`src/interp_cmd_pkg.sv`:
```
/*
 * Constants, field positions, reset values and types for the command
 * strobes and first configuration word of the interpolator control block.
 * Assumes nothing of its surroundings; it holds definitions only.
 */
package interp_cmd_pkg;

    // ************************************************************
    // Command strobe bit positions
    // ************************************************************
    localparam int CMD_WIDTH            = 8;
    localparam int CMD_CAL_REFRESH_BIT  = 7;
    localparam int CMD_VERNIER_BIT      = 6;
    localparam int CMD_LATCH_ADDR_BIT   = 5;
    localparam int CMD_STORE_BIT        = 4;
    localparam int CMD_REINIT_BIT       = 3;
    localparam int CMD_CLEAR_INDEX_BIT  = 2;
    localparam int CMD_LOOP_RESET_BIT   = 1;
    localparam int CMD_RELOAD_BIT       = 0;

    // ************************************************************
    // First configuration word fields
    // ************************************************************
    localparam int CFG_WIDTH            = 32;
    localparam int CFG_TRISTATE_BIT     = 31;
    localparam int CFG_VERNIER_LATCH_BIT = 30;
    localparam int CFG_OFFSET_LATCH_BIT = 29;
    localparam int CFG_FREEZE_SEL_BIT   = 23;
    localparam logic [31:0] CFG_ONE_RESET = 32'h00f7_0000;

    // ************************************************************
    // Other widths and reset values
    // ************************************************************
    localparam int ADDR_WIDTH           = 4;
    localparam logic [3:0] ADDR_RESET   = 4'h0;
    localparam int CORR_WIDTH           = 8;

    typedef enum logic [1:0] {
        TRIG_OFF,
        TRIG_EDGE,
        TRIG_ADJUST_Z,
        TRIG_DISTANCE_CODED
    } trigger_mode_t;

endpackage

```
`src/cmd_strobe_if.sv`:
```
/*
 * Carrier of the one-cycle command strobes from the decoder to the
 * block's own logic.
 * Assumes one clock domain shared by both ends.
 */
`timescale 1ns/1ps
`default_nettype none

interface cmd_strobe_if
    import interp_cmd_pkg::*;
();
    logic [CMD_WIDTH-1:0] strobe;

    modport decoder (output strobe);
    modport user    (input  strobe);
endinterface

`default_nettype wire

```
`src/cmd_strobe_decoder.sv`:
```
/*
 * Turns a write of the command register into one-cycle strobes.
 * Assumes the serial port presents each completed register write as a
 * single-cycle write pulse with its data, synchronous to clk_in.
 */
`timescale 1ns/1ps
`default_nettype none

module cmd_strobe_decoder
    import interp_cmd_pkg::*;
(
    input  wire logic                 clk_in,
    input  wire logic                 reset_in,
    input  wire logic                 write_in,
    input  wire logic [CMD_WIDTH-1:0] data_in,
    cmd_strobe_if.decoder             strobes
);

    // RQ17 strobes not retained
    // Only written ones fire, and each for exactly one cycle.
    always_ff @(posedge clk_in or posedge reset_in)
    begin
        if (reset_in)
            strobes.strobe <= '0;
        else if (write_in)
            strobes.strobe <= data_in;
        else
            strobes.strobe <= '0;
    end

endmodule

`default_nettype wire

```
`src/fault_output_ctrl.sv`:
```
/*
 * Vernier and offset fault latching and the square-wave output stage.
 * Assumes the raw fault inputs are levels from the detectors and that the
 * pad logic resolves the output enable.
 */
`timescale 1ns/1ps
`default_nettype none

module fault_output_ctrl
(
    input  wire logic       clk_in,
    input  wire logic       reset_in,
    input  wire logic       vernier_fault_in,
    input  wire logic       offset_fault_in,
    input  wire logic       other_fault_in,
    input  wire logic       vernier_fault_latch_en_in,
    input  wire logic       offset_fault_latch_en_in,
    input  wire logic       tristate_sel_in,
    input  wire logic       fault_output_freeze_sel_in,
    input  wire logic       clear_faults_in,
    input  wire logic [2:0] abz_in,
    output logic            vernier_fault_out,
    output logic            offset_fault_out,
    output logic            error_out,
    output logic      [2:0] abz_out,
    output logic      [2:0] abz_oe_out
);

    logic vernier_held;
    logic offset_held;

    // ************************************************************
    // Fault latching
    // ************************************************************

    // RQ14 vernier fault keep
    // A new fault wins over a clear in the same cycle.
    always_ff @(posedge clk_in or posedge reset_in)
    begin
        if (reset_in)
            vernier_held <= 1'b0;
        else if (vernier_fault_in && vernier_fault_latch_en_in)
            vernier_held <= 1'b1;
        else if (clear_faults_in || !vernier_fault_latch_en_in)
            vernier_held <= 1'b0;
    end

    // RQ15 offset fault keep
    always_ff @(posedge clk_in or posedge reset_in)
    begin
        if (reset_in)
            offset_held <= 1'b0;
        else if (offset_fault_in && offset_fault_latch_en_in)
            offset_held <= 1'b1;
        else if (clear_faults_in || !offset_fault_latch_en_in)
            offset_held <= 1'b0;
    end

    always_comb
    begin
        vernier_fault_out = vernier_held | vernier_fault_in;
        offset_fault_out  = offset_held | offset_fault_in;
        error_out         = vernier_fault_out | offset_fault_out | other_fault_in;
    end

    // ************************************************************
    // Square-wave output stage
    // ************************************************************

    // RQ13 tristate on error
    always_ff @(posedge clk_in or posedge reset_in)
    begin
        if (reset_in)
            abz_oe_out <= 3'h0;
        else if (error_out && tristate_sel_in)
            abz_oe_out <= 3'h0;
        else
            abz_oe_out <= 3'h7;
    end

    // RQ16 freeze on error
    // With freeze deselected the outputs simply keep following the input.
    always_ff @(posedge clk_in or posedge reset_in)
    begin
        if (reset_in)
            abz_out <= 3'h0;
        else if (!(error_out && !tristate_sel_in && fault_output_freeze_sel_in))
            abz_out <= abz_in;
    end

endmodule

`default_nettype wire

```
`src/interpolator_command_strobes.sv`:
```
/*
 * Command interpreter and first configuration word of the interpolator.
 * Assumes the serial host port delivers completed register writes as
 * single-cycle pulses, and that the datapaths outside act on the
 * one-cycle request pulses given here.
 */
// Notes on behaviour
// RQ1 - Calibration refresh on command bit 7, and while the trigger pin is active.
// RQ2 - Command bit 6 recomputes vernier offset from second preload and stores it.
// RQ3 - Vernier recompute only acts while preload enable is set; host sets it first.
// RQ4 - Command bit 5 samples the four address straps as the bus address.
// RQ5 - Host sends address latch to all devices before addressing any one.
// RQ6 - Initialisation latches the address automatically in serial sensor mode.
// RQ7 - Command bit 4 stores configuration, loop initials and preloads to memory.
// RQ8 - Command bit 3 resets the chip internally and reloads configuration.
// RQ9 - Command bit 2 clears index flag; starts measurement in two trigger modes.
// RQ10 - Command bit 1 resets correction loop, values go to range midpoint.
// RQ11 - Command bit 0 loads both position counters from their preloads.
// RQ12 - Counter reload also clears error flags, index flag, may start measurement.
// RQ13 - Config bit 31 set tristates A, B, Z on error; else freeze bit rules.
// RQ14 - Config bit 30, reset 0, keeps vernier faults when set.
// RQ15 - Config bit 29, reset 0, keeps offset faults when set.
// RQ16 - Freeze bit set holds A, B, Z during error when not tristated.
// RQ17 - Zero command bits do nothing; strobes last one cycle; command reads zero.
`timescale 1ns/1ps
`default_nettype none

module interpolator_command_strobes
    import interp_cmd_pkg::*;
#(
    parameter int CORR_BITS = CORR_WIDTH
)
(
    input  wire logic                 clk_in,
    input  wire logic                 reset_in,
    input  wire logic                 cmd_write_in,
    input  wire logic [CMD_WIDTH-1:0] cmd_data_in,
    output logic      [CMD_WIDTH-1:0] cmd_read_data_out,
    input  wire logic                 cfg_write_in,
    input  wire logic [CFG_WIDTH-1:0] cfg_data_in,
    output logic      [CFG_WIDTH-1:0] config_word_one_out,
    input  wire logic                 preload_function_enable_in,
    input  wire logic                 external_trigger_pin_in,
    input  wire logic           [3:0] address_strap_in,
    input  wire logic                 init_pulse_in,
    input  wire logic                 serial_sensor_mode_in,
    input  wire trigger_mode_t        trigger_mode_in,
    input  wire logic                 index_event_in,
    input  wire logic                 vernier_fault_in,
    input  wire logic                 offset_fault_in,
    input  wire logic                 other_fault_in,
    input  wire logic           [2:0] abz_in,
    output logic                      calibration_refresh_out,
    output logic                      vernier_recompute_out,
    output logic     [ADDR_WIDTH-1:0] bus_address_out,
    output logic                      store_settings_out,
    output logic                      chip_reinit_out,
    output logic                      config_reload_out,
    output logic                      index_seen_flag_out,
    output logic                      measurement_start_out,
    output logic                      correction_loop_reset_out,
    output logic      [CORR_BITS-1:0] gain_correction_out,
    output logic      [CORR_BITS-1:0] offset_correction_out,
    output logic                      counter_reload_out,
    output logic                      clear_faults_out,
    output logic                      vernier_fault_out,
    output logic                      offset_fault_out,
    output logic                      error_out,
    output logic                [2:0] abz_out,
    output logic                [2:0] abz_oe_out
);

    localparam logic [CORR_BITS-1:0] CORR_MID = {1'b1, {(CORR_BITS-1){1'b0}}};

    cmd_strobe_if strobes ();

    logic cal_strobe;
    logic vernier_strobe;
    logic addr_strobe;
    logic store_strobe;
    logic reinit_strobe;
    logic clear_index_strobe;
    logic loop_strobe;
    logic reload_strobe;
    logic index_clear;
    logic measure_mode;

    // ************************************************************
    // Command decode
    // ************************************************************
    cmd_strobe_decoder u_decoder (
        .clk_in   (clk_in),
        .reset_in (reset_in),
        .write_in (cmd_write_in),
        .data_in  (cmd_data_in),
        .strobes  (strobes.decoder)
    );

    always_comb
    begin
        cal_strobe         = strobes.strobe[CMD_CAL_REFRESH_BIT];
        vernier_strobe     = strobes.strobe[CMD_VERNIER_BIT];
        addr_strobe        = strobes.strobe[CMD_LATCH_ADDR_BIT];
        store_strobe       = strobes.strobe[CMD_STORE_BIT];
        reinit_strobe      = strobes.strobe[CMD_REINIT_BIT];
        clear_index_strobe = strobes.strobe[CMD_CLEAR_INDEX_BIT];
        loop_strobe        = strobes.strobe[CMD_LOOP_RESET_BIT];
        reload_strobe      = strobes.strobe[CMD_RELOAD_BIT];
        measure_mode       = (trigger_mode_in == TRIG_ADJUST_Z) ||
                             (trigger_mode_in == TRIG_DISTANCE_CODED);
        index_clear        = clear_index_strobe | reload_strobe;
    end

    // RQ17 write-only register
    assign cmd_read_data_out = '0;

    // ************************************************************
    // Request pulses
    // ************************************************************
    always_comb
    begin
        // RQ1 refresh on trigger
        calibration_refresh_out   = cal_strobe | external_trigger_pin_in;
        // RQ2 vernier recompute, gated
        // RQ3 preload enable gate
        vernier_recompute_out     = vernier_strobe & preload_function_enable_in;
        // RQ7 store settings
        store_settings_out        = store_strobe;
        // RQ8 internal chip reset
        chip_reinit_out           = reinit_strobe;
        // RQ10 loop reset request
        correction_loop_reset_out = loop_strobe;
        // RQ11 counter load request
        counter_reload_out        = reload_strobe;
        // RQ12 clear all faults
        clear_faults_out          = reload_strobe;
        // RQ9 new measurement start
        measurement_start_out     = index_clear & measure_mode;
    end

    // ************************************************************
    // Address, index flag and correction values
    // ************************************************************

    // RQ4 sample address straps
    // RQ6 latch at initialisation
    always_ff @(posedge clk_in or posedge reset_in)
    begin
        if (reset_in)
            bus_address_out <= ADDR_RESET;
        else if (addr_strobe || (init_pulse_in && serial_sensor_mode_in))
            bus_address_out <= address_strap_in;
    end

    // RQ9 clear index flag
    // A new index event wins over a clear in the same cycle.
    always_ff @(posedge clk_in or posedge reset_in)
    begin
        if (reset_in)
            index_seen_flag_out <= 1'b0;
        else if (index_event_in)
            index_seen_flag_out <= 1'b1;
        else if (index_clear)
            index_seen_flag_out <= 1'b0;
    end

    // RQ10 corrections to midpoint
    always_ff @(posedge clk_in or posedge reset_in)
    begin
        if (reset_in)
        begin
            gain_correction_out   <= CORR_MID;
            offset_correction_out <= CORR_MID;
        end
        else if (loop_strobe || reinit_strobe)
        begin
            gain_correction_out   <= CORR_MID;
            offset_correction_out <= CORR_MID;
        end
    end

    // ************************************************************
    // First configuration word
    // ************************************************************

    // RQ8 reload configuration
    // A reinit returns the word to its reset value and asks for a reload.
    always_ff @(posedge clk_in or posedge reset_in)
    begin
        if (reset_in)
            config_word_one_out <= CFG_ONE_RESET;
        else if (reinit_strobe)
            config_word_one_out <= CFG_ONE_RESET;
        else if (cfg_write_in)
            config_word_one_out <= cfg_data_in;
    end

    always_ff @(posedge clk_in or posedge reset_in)
    begin
        if (reset_in)
            config_reload_out <= 1'b0;
        else
            config_reload_out <= reinit_strobe;
    end

    // ************************************************************
    // Faults and output stage
    // ************************************************************
    fault_output_ctrl u_faults (
        .clk_in                     (clk_in),
        .reset_in                   (reset_in),
        .vernier_fault_in           (vernier_fault_in),
        .offset_fault_in            (offset_fault_in),
        .other_fault_in             (other_fault_in),
        .vernier_fault_latch_en_in  (config_word_one_out[CFG_VERNIER_LATCH_BIT]),
        .offset_fault_latch_en_in   (config_word_one_out[CFG_OFFSET_LATCH_BIT]),
        .tristate_sel_in            (config_word_one_out[CFG_TRISTATE_BIT]),
        .fault_output_freeze_sel_in (config_word_one_out[CFG_FREEZE_SEL_BIT]),
        .clear_faults_in            (reload_strobe),
        .abz_in                     (abz_in),
        .vernier_fault_out          (vernier_fault_out),
        .offset_fault_out           (offset_fault_out),
        .error_out                  (error_out),
        .abz_out                    (abz_out),
        .abz_oe_out                 (abz_oe_out)
    );
endmodule

`default_nettype wire

```
`config.mk`:
```
export PLATFORM = sky130hd
export DESIGN_NAME = interpolator_command_strobes
export DESIGN_NICKNAME = d
export VERILOG_FILES = /design/src/interp_cmd_pkg.sv /design/src/cmd_strobe_if.sv /design/src/cmd_strobe_decoder.sv /design/src/fault_output_ctrl.sv /design/src/interpolator_command_strobes.sv
export SDC_FILE = /design/constraint.sdc
export NUM_CORES = 1
export LEC_CHECK = 0
export ABC_AREA = 1
export ABC_CLOCK_PERIOD_IN_PS = 1650
export BUFFER_PORTS_ARGS = -buffer_cell sky130_fd_sc_hd__buf_4
export CORE_ASPECT_RATIO = 0.75
export CORE_MARGIN = 2
export CORE_UTILIZATION = 38
export DETAILED_ROUTE_END_ITERATION = 12
export HOLD_SLACK_MARGIN = 0.06
export PLACE_DENSITY = 0.77
export SLEW_MARGIN = 20
export SYNTH_ARGS = -nofsm -noshare
export SYNTH_HDL_FRONTEND = slang
export SYNTH_SLANG_ARGS = --single-unit
```
`constraint.sdc`:
```
create_clock -name clk_in -period 1.65 [get_ports clk_in]
set_input_delay 0.33 -clock clk_in [delete_from_list [all_inputs] [get_ports clk_in]]
set_output_delay 0.33 -clock clk_in [all_outputs]
set_load 0.02 [all_outputs]
```
Word level (Yosys, flattened, before mapping)
Cells that the tools add are included.
- output and inout port bits: 79
- input port bits: 61
- register bits: 54
- mux-type cells: 10
- bitwise logic cells: 8
- equal/unequal tests: 2
- reduce and logical (&&, ||, !) cells: 17
- operators by type and width (operator ; number):
    $mux W32 ; 2
    $mux W8 ; 1
    $reduce_bool A2 Y1 ; 4
    $logic_and A1 B1 Y1 ; 6
    $mux W1 ; 6
    $or A1 B1 Y1 ; 6
    $eq A2 B2 Y1 const B ; 2
    $logic_or A1 B1 Y1 ; 4
    $logic_not A1 Y1 ; 3
    $mux W3 ; 1
    $and A1 B1 Y1 ; 2

Logic depth before layout (Yosys ltp)
- depth after elaboration: 5
- gate-level depth with buffers: 5

By module
Synthesis repeated with hierarchy kept, for this count alone.
- cells, all modules: 257
- area total of the unflattened synthesis: 2371.0 µm²
- by module, submodules not included (module ; cells each ; area each (µm²) ; seq. area each (µm²) ; instances):
    interpolator_command_strobes ; 198 ; 1798.0 ; 959.7 ; 1
    fault_output_ctrl ; 33 ; 304.0 ; 150.1 ; 1
    cmd_strobe_decoder ; 26 ; 269.0 ; 200.2 ; 1

Least setup slack after synthesis
No wires, ideal clock.
- path type: register to output
- start: register u_decoder.strobes.strobe[0]
- end: output measurement_start_out
- path buffers: 0
- slack: 487 ps
- required time: 1320 ps
- stages on the path, launching flop included: 3
- arrival time: 833 ps
- cell sequence: dfrtp_1 -> nor2_1 -> nor2_1
- word-level cells in the longest chain between the ends: 2
- ends and longest elaborated chain (what ; line ; RTL):
    start: declaration ; cmd_strobe_if.sv:14 ; modport decoder (output strobe);
    start signal: assignment ; cmd_strobe_decoder.sv:26 ; strobes.strobe <= data_in;
    $or A1 B1 Y1 ; interpolator_command_strobes.sv:111 ; index_clear = clear_index_strobe | reload_strobe;
    $and A1 B1 Y1 ; interpolator_command_strobes.sv:138 ; measurement_start_out = index_clear & measure_mode;
    end: declaration ; interpolator_command_strobes.sv:60 ; output logic measurement_start_out,
No other way between the ends.

Worst setup path in the final report
- start: register u_faults.offset_held
- end: output error_out
- word-level cells in the longest chain between the ends: 3
- ends and longest elaborated chain (what ; line ; RTL):
    start: declaration ; fault_output_ctrl.sv:30 ; logic offset_held;
    start signal: assignment ; fault_output_ctrl.sv:52 ; offset_held <= 1'b0;
    start signal: assignment ; fault_output_ctrl.sv:54 ; offset_held <= 1'b1;
    start signal: assignment ; fault_output_ctrl.sv:56 ; offset_held <= 1'b0;
    $or A1 B1 Y1 ; fault_output_ctrl.sv:62 ; offset_fault_out = offset_held | offset_fault_in;
    $or A1 B1 Y1 (2 in a row) ; fault_output_ctrl.sv:63 ; error_out = vernier_fault_out | offset_fault_out | other_fault_in;
    end: declaration ; interpolator_command_strobes.sv:68 ; output logic error_out,
No other way between the ends.

==> run_results.csv <==
group,metric,value,unit
synthesis,synth_mux_area_frac,0,
clock_network,clk_pin_slew,0.09,ns
power,max-vdd-ir-drop,0.489,mV
synthesis,synthXorXnorAreaFrac,0,
placed_design,port-buffer-count,114,
synthesis,synth_seq_area_share,0.600,
min_path,hp-class,"primary input to asynchronous set/reset pin",
drt,via_per_inst,4.30,
grt,grt_first_pass_wirelength,7820,um
job,drv_cap,0,
timing,period_needed,1.51,ns
final_layout,nets,361,
clock_network,cts_made_buffers,5,
timing,finalHoldViolCount,0,
synthesis,yosysUniqueCellTypes,23,
floorplanning,pin_count,140,
floorplanning,dieArea,6370,um^2
synthesis,synth.largest_area_cell,"dfrtp_1",
floorplanning,start_util,0.401,
critical_path,worst-path-max-fanout,6,
power,power.leakage,1.71,nW
synthesis,syn_area,2180,um^2
placed_design,gp_congestion,0.718,
placed_design,post-dp-hpwl,3700,um
drt,routed_wl,4720,um
grt,grt_pass1_vias,1602,
critical_path,worst_path_max_delay_cell,"dfrtp_1",
timing,fin_crit_sh,0.916,
synthesis,ys_warn_count,0,
drt,drt-initial-drc-count,42,
grt,antenna_found_initial,0,
grt,grt_max_degree,29,
grt,grt_usage,0.154,
critical_path,slowest_delay,0.38,ns
synthesis,synthAdderAreaFrac,0,
clock_network,clock-sinks,52,
timing,fmaxAchievable,662,MHz
clock_network,post-cts-setup-buffers,0,
floorplanning,core,5440,um^2
synthesis,synth_area_leaders,"dfrtp_1 (52%), buf_4 (11%), dfstp_2 (8.4%)",
timing,rsz0062_at_grt,"false",
critical_path,worstPathRequired,1.32,ns
floorplanning,fp-row-count,23,
critical_path,crit_type,"flop to primary output",
status,status,"complete, no violations",
drt,drc,0,
timing,finClkSkew,0.00865,ns
final_layout,areaGrowthSynthToFinish,41.1,%
drt,dr.pass1.iters,4,
grt,grt.overflow.total,0,
final_layout,fin_cells,376,
critical_path,critPathLaunchType,"flop",
synthesis,synth_simple_gate_area_share,0.0745,
timing,maxSlewViolCount,0,
drt,ant_nets,0,
critical_path,worstPathCellList,"nor2_2 -> nand3_2 -> buf_4",
power,cellPowerDensity,975,nW/um^2
synthesis,synth_compound_area_frac,0.154,
drt,num_vias,1618,
timing,tns,0,ns
final_layout,drive_gt1_frac,0.505,
floorplanning,die_w,91.5,um
drt,wl_per_cell,12.5,um
floorplanning,die_h,69.6,um
clock_network,cts-root-buf,"clkbuf_8",
final_layout,antenna-diode-count,0,
clock_network,clk_latency,0.29,ns
critical_path,cp_data_arrival_time,1.18,ns
clock_network,h-tree-depth,2,
synthesis,synth_top_area_frac,0.516,
placed_design,placed_cells,368,
clock_network,clk_path_buf_depth,2,
clock_network,postCtsHoldBufs,0,
timing,setup_violations,0,
synthesis,syn_area_per_cell,11.6,um^2
clock_network,tritoncts,"yes",
synthesis,synth-seq-cells,52,
synthesis,synth_top_family_by_area,"buffers and inverters",
critical_path,crit_path_end_kind,"primary output",
synthesis,synth_cells,189,
-- worst paths after layout --
kind	from	to	slack [ns]	cells past startpoint
max in group asynchronous	reset_in	config_word_one_out[18]	1.27	3
max	u_faults.offset_held	error_out	0.14	3
min reg2reg	config_word_one_out[31]	u_faults.abz_oe_out[0]	0.50	1
max reg2reg	config_word_one_out[23]	u_faults.abz_out[1]	0.53	5
min in group clk_in	index_event_in	index_seen_flag_out	0.21	2
min	reset_in	u_decoder.strobes.strobe[5]	0.08	3
-- report_power, final --
| part | leakage (nW) | switching [W] | internal (W) |
|---|---|---|---|
| clock | 0.0552 | 0.000383 | 0.000450 |
| sequential | 0.643 | 0.0000656 | 0.00140 |
| combinational | 1.01 | 0.000387 | 0.000324 |
| total | 1.71 | 0.000835 | 0.00217 |
-- synthesized netlist by cell type --
cell type	n
a21o_1	2
a21oi_1	1
a22o_1	20
a22o_2	5
buf_2	2
buf_4	31
buf_8	2
clkbuf_1	1
conb_1	2
dfrtp_1	45
dfstp_2	7
inv_1	21
inv_2	1
inv_6	1
nand2_1	21
nand2_4	1
nand3_1	3
nand3_2	1
nor2_1	8
nor2_4	1
o21ai_0	6
o22a_2	6
or2_2	1
-- cells in the final DEF, fill, tap and decap left out --
cell	Yosys	layout
inv_6	1	1
a22o_2	5	5
a22o_1	20	20
a21oi_1	1	1
inv_1	21	20
inv_2	1	2
nor2_2	0	2
clkinv_2	0	1
nand3_2	1	1
bufinv_16	0	1
nand3_1	3	3
nand2_4	1	1
or2_2	1	1
dfstp_2	7	7
o21ai_0	6	6
o22a_2	6	6
buf_4	31	118
a21o_1	2	2
dfrtp_1	45	45
conb_1	2	24
clkbuf_1	1	1
nand2_1	21	21
nor2_4	1	1
clkbuf_8	0	5
nor2_1	8	6
-- kinds of logic (layout without fill, tap and decap cells) --
group / count (synthesis) / in the layout
DFF: 52 / 52
other: 2 / 24
AOI/OAI and AO/OA: 40 / 40
buffers and inverters: 59 / 149
and+or+nand+nor: 36 / 36
-- state kept, by name, indices dropped and copies added, names as in the netlist --
register	count
bus_address_out	4
config_reload_out	1
config_word_one_out	32
index_seen_flag_out	1
u_decoder.strobes.strobe	8
u_faults.abz_oe_out	1
u_faults.abz_out	3
u_faults.offset_held	1
u_faults.vernier_held	1
-- what timing repair did --
action | 4_1_cts | 5_1_grt
endpoints found under the hold margin | 0 | 0
endpoints found under the setup margin | 0 | 1
gates resized for setup | 0 | 2
-- worst max-delay path, delay by kind of cell, from the launching register on --
kind                   cells  cell delay (ns)
buffers and inverters      1             0.19
DFF                        1             0.38
and+or+nand+nor            2             0.32
-- metrics by stage --
step	util	setup slack (ns)	power, W	hold WS, ns	area, um^2
after floorplan	-	0.0737	0.00192	0.422	2270
after global placement	0.546	0.330	0.00219	0.407	2970
after detailed placement	0.546	0.316	0.00220	0.410	2970
after CTS	0.566	0.0666	0.00305	0.0769	3080
after global routing	0.567	0.0362	0.00319	0.0874	3080
final	0.567	0.139	0.00300	0.0768	3080
-- layout make-up --
class / instances / area [um^2]
fill: 485 / 2360
sequential: 52 / 1310
timing repair buffer: 118 / 886
multi-input combinational: 100 / 593
tap: 75 / 93.8
inverter: 23 / 91.3
clock buffer: 6 / 72.6
clock inverter: 2 / 35.0
-- routing by layer --
metal  wire (um)  vias up  track usage
met5           0        -            0
met4          43        0       0.0404
met3         445        5       0.0543
met2        2200       74        0.239
met1        2020      756        0.206
li1            -      783            -
(Power assumes the default switching activity.)
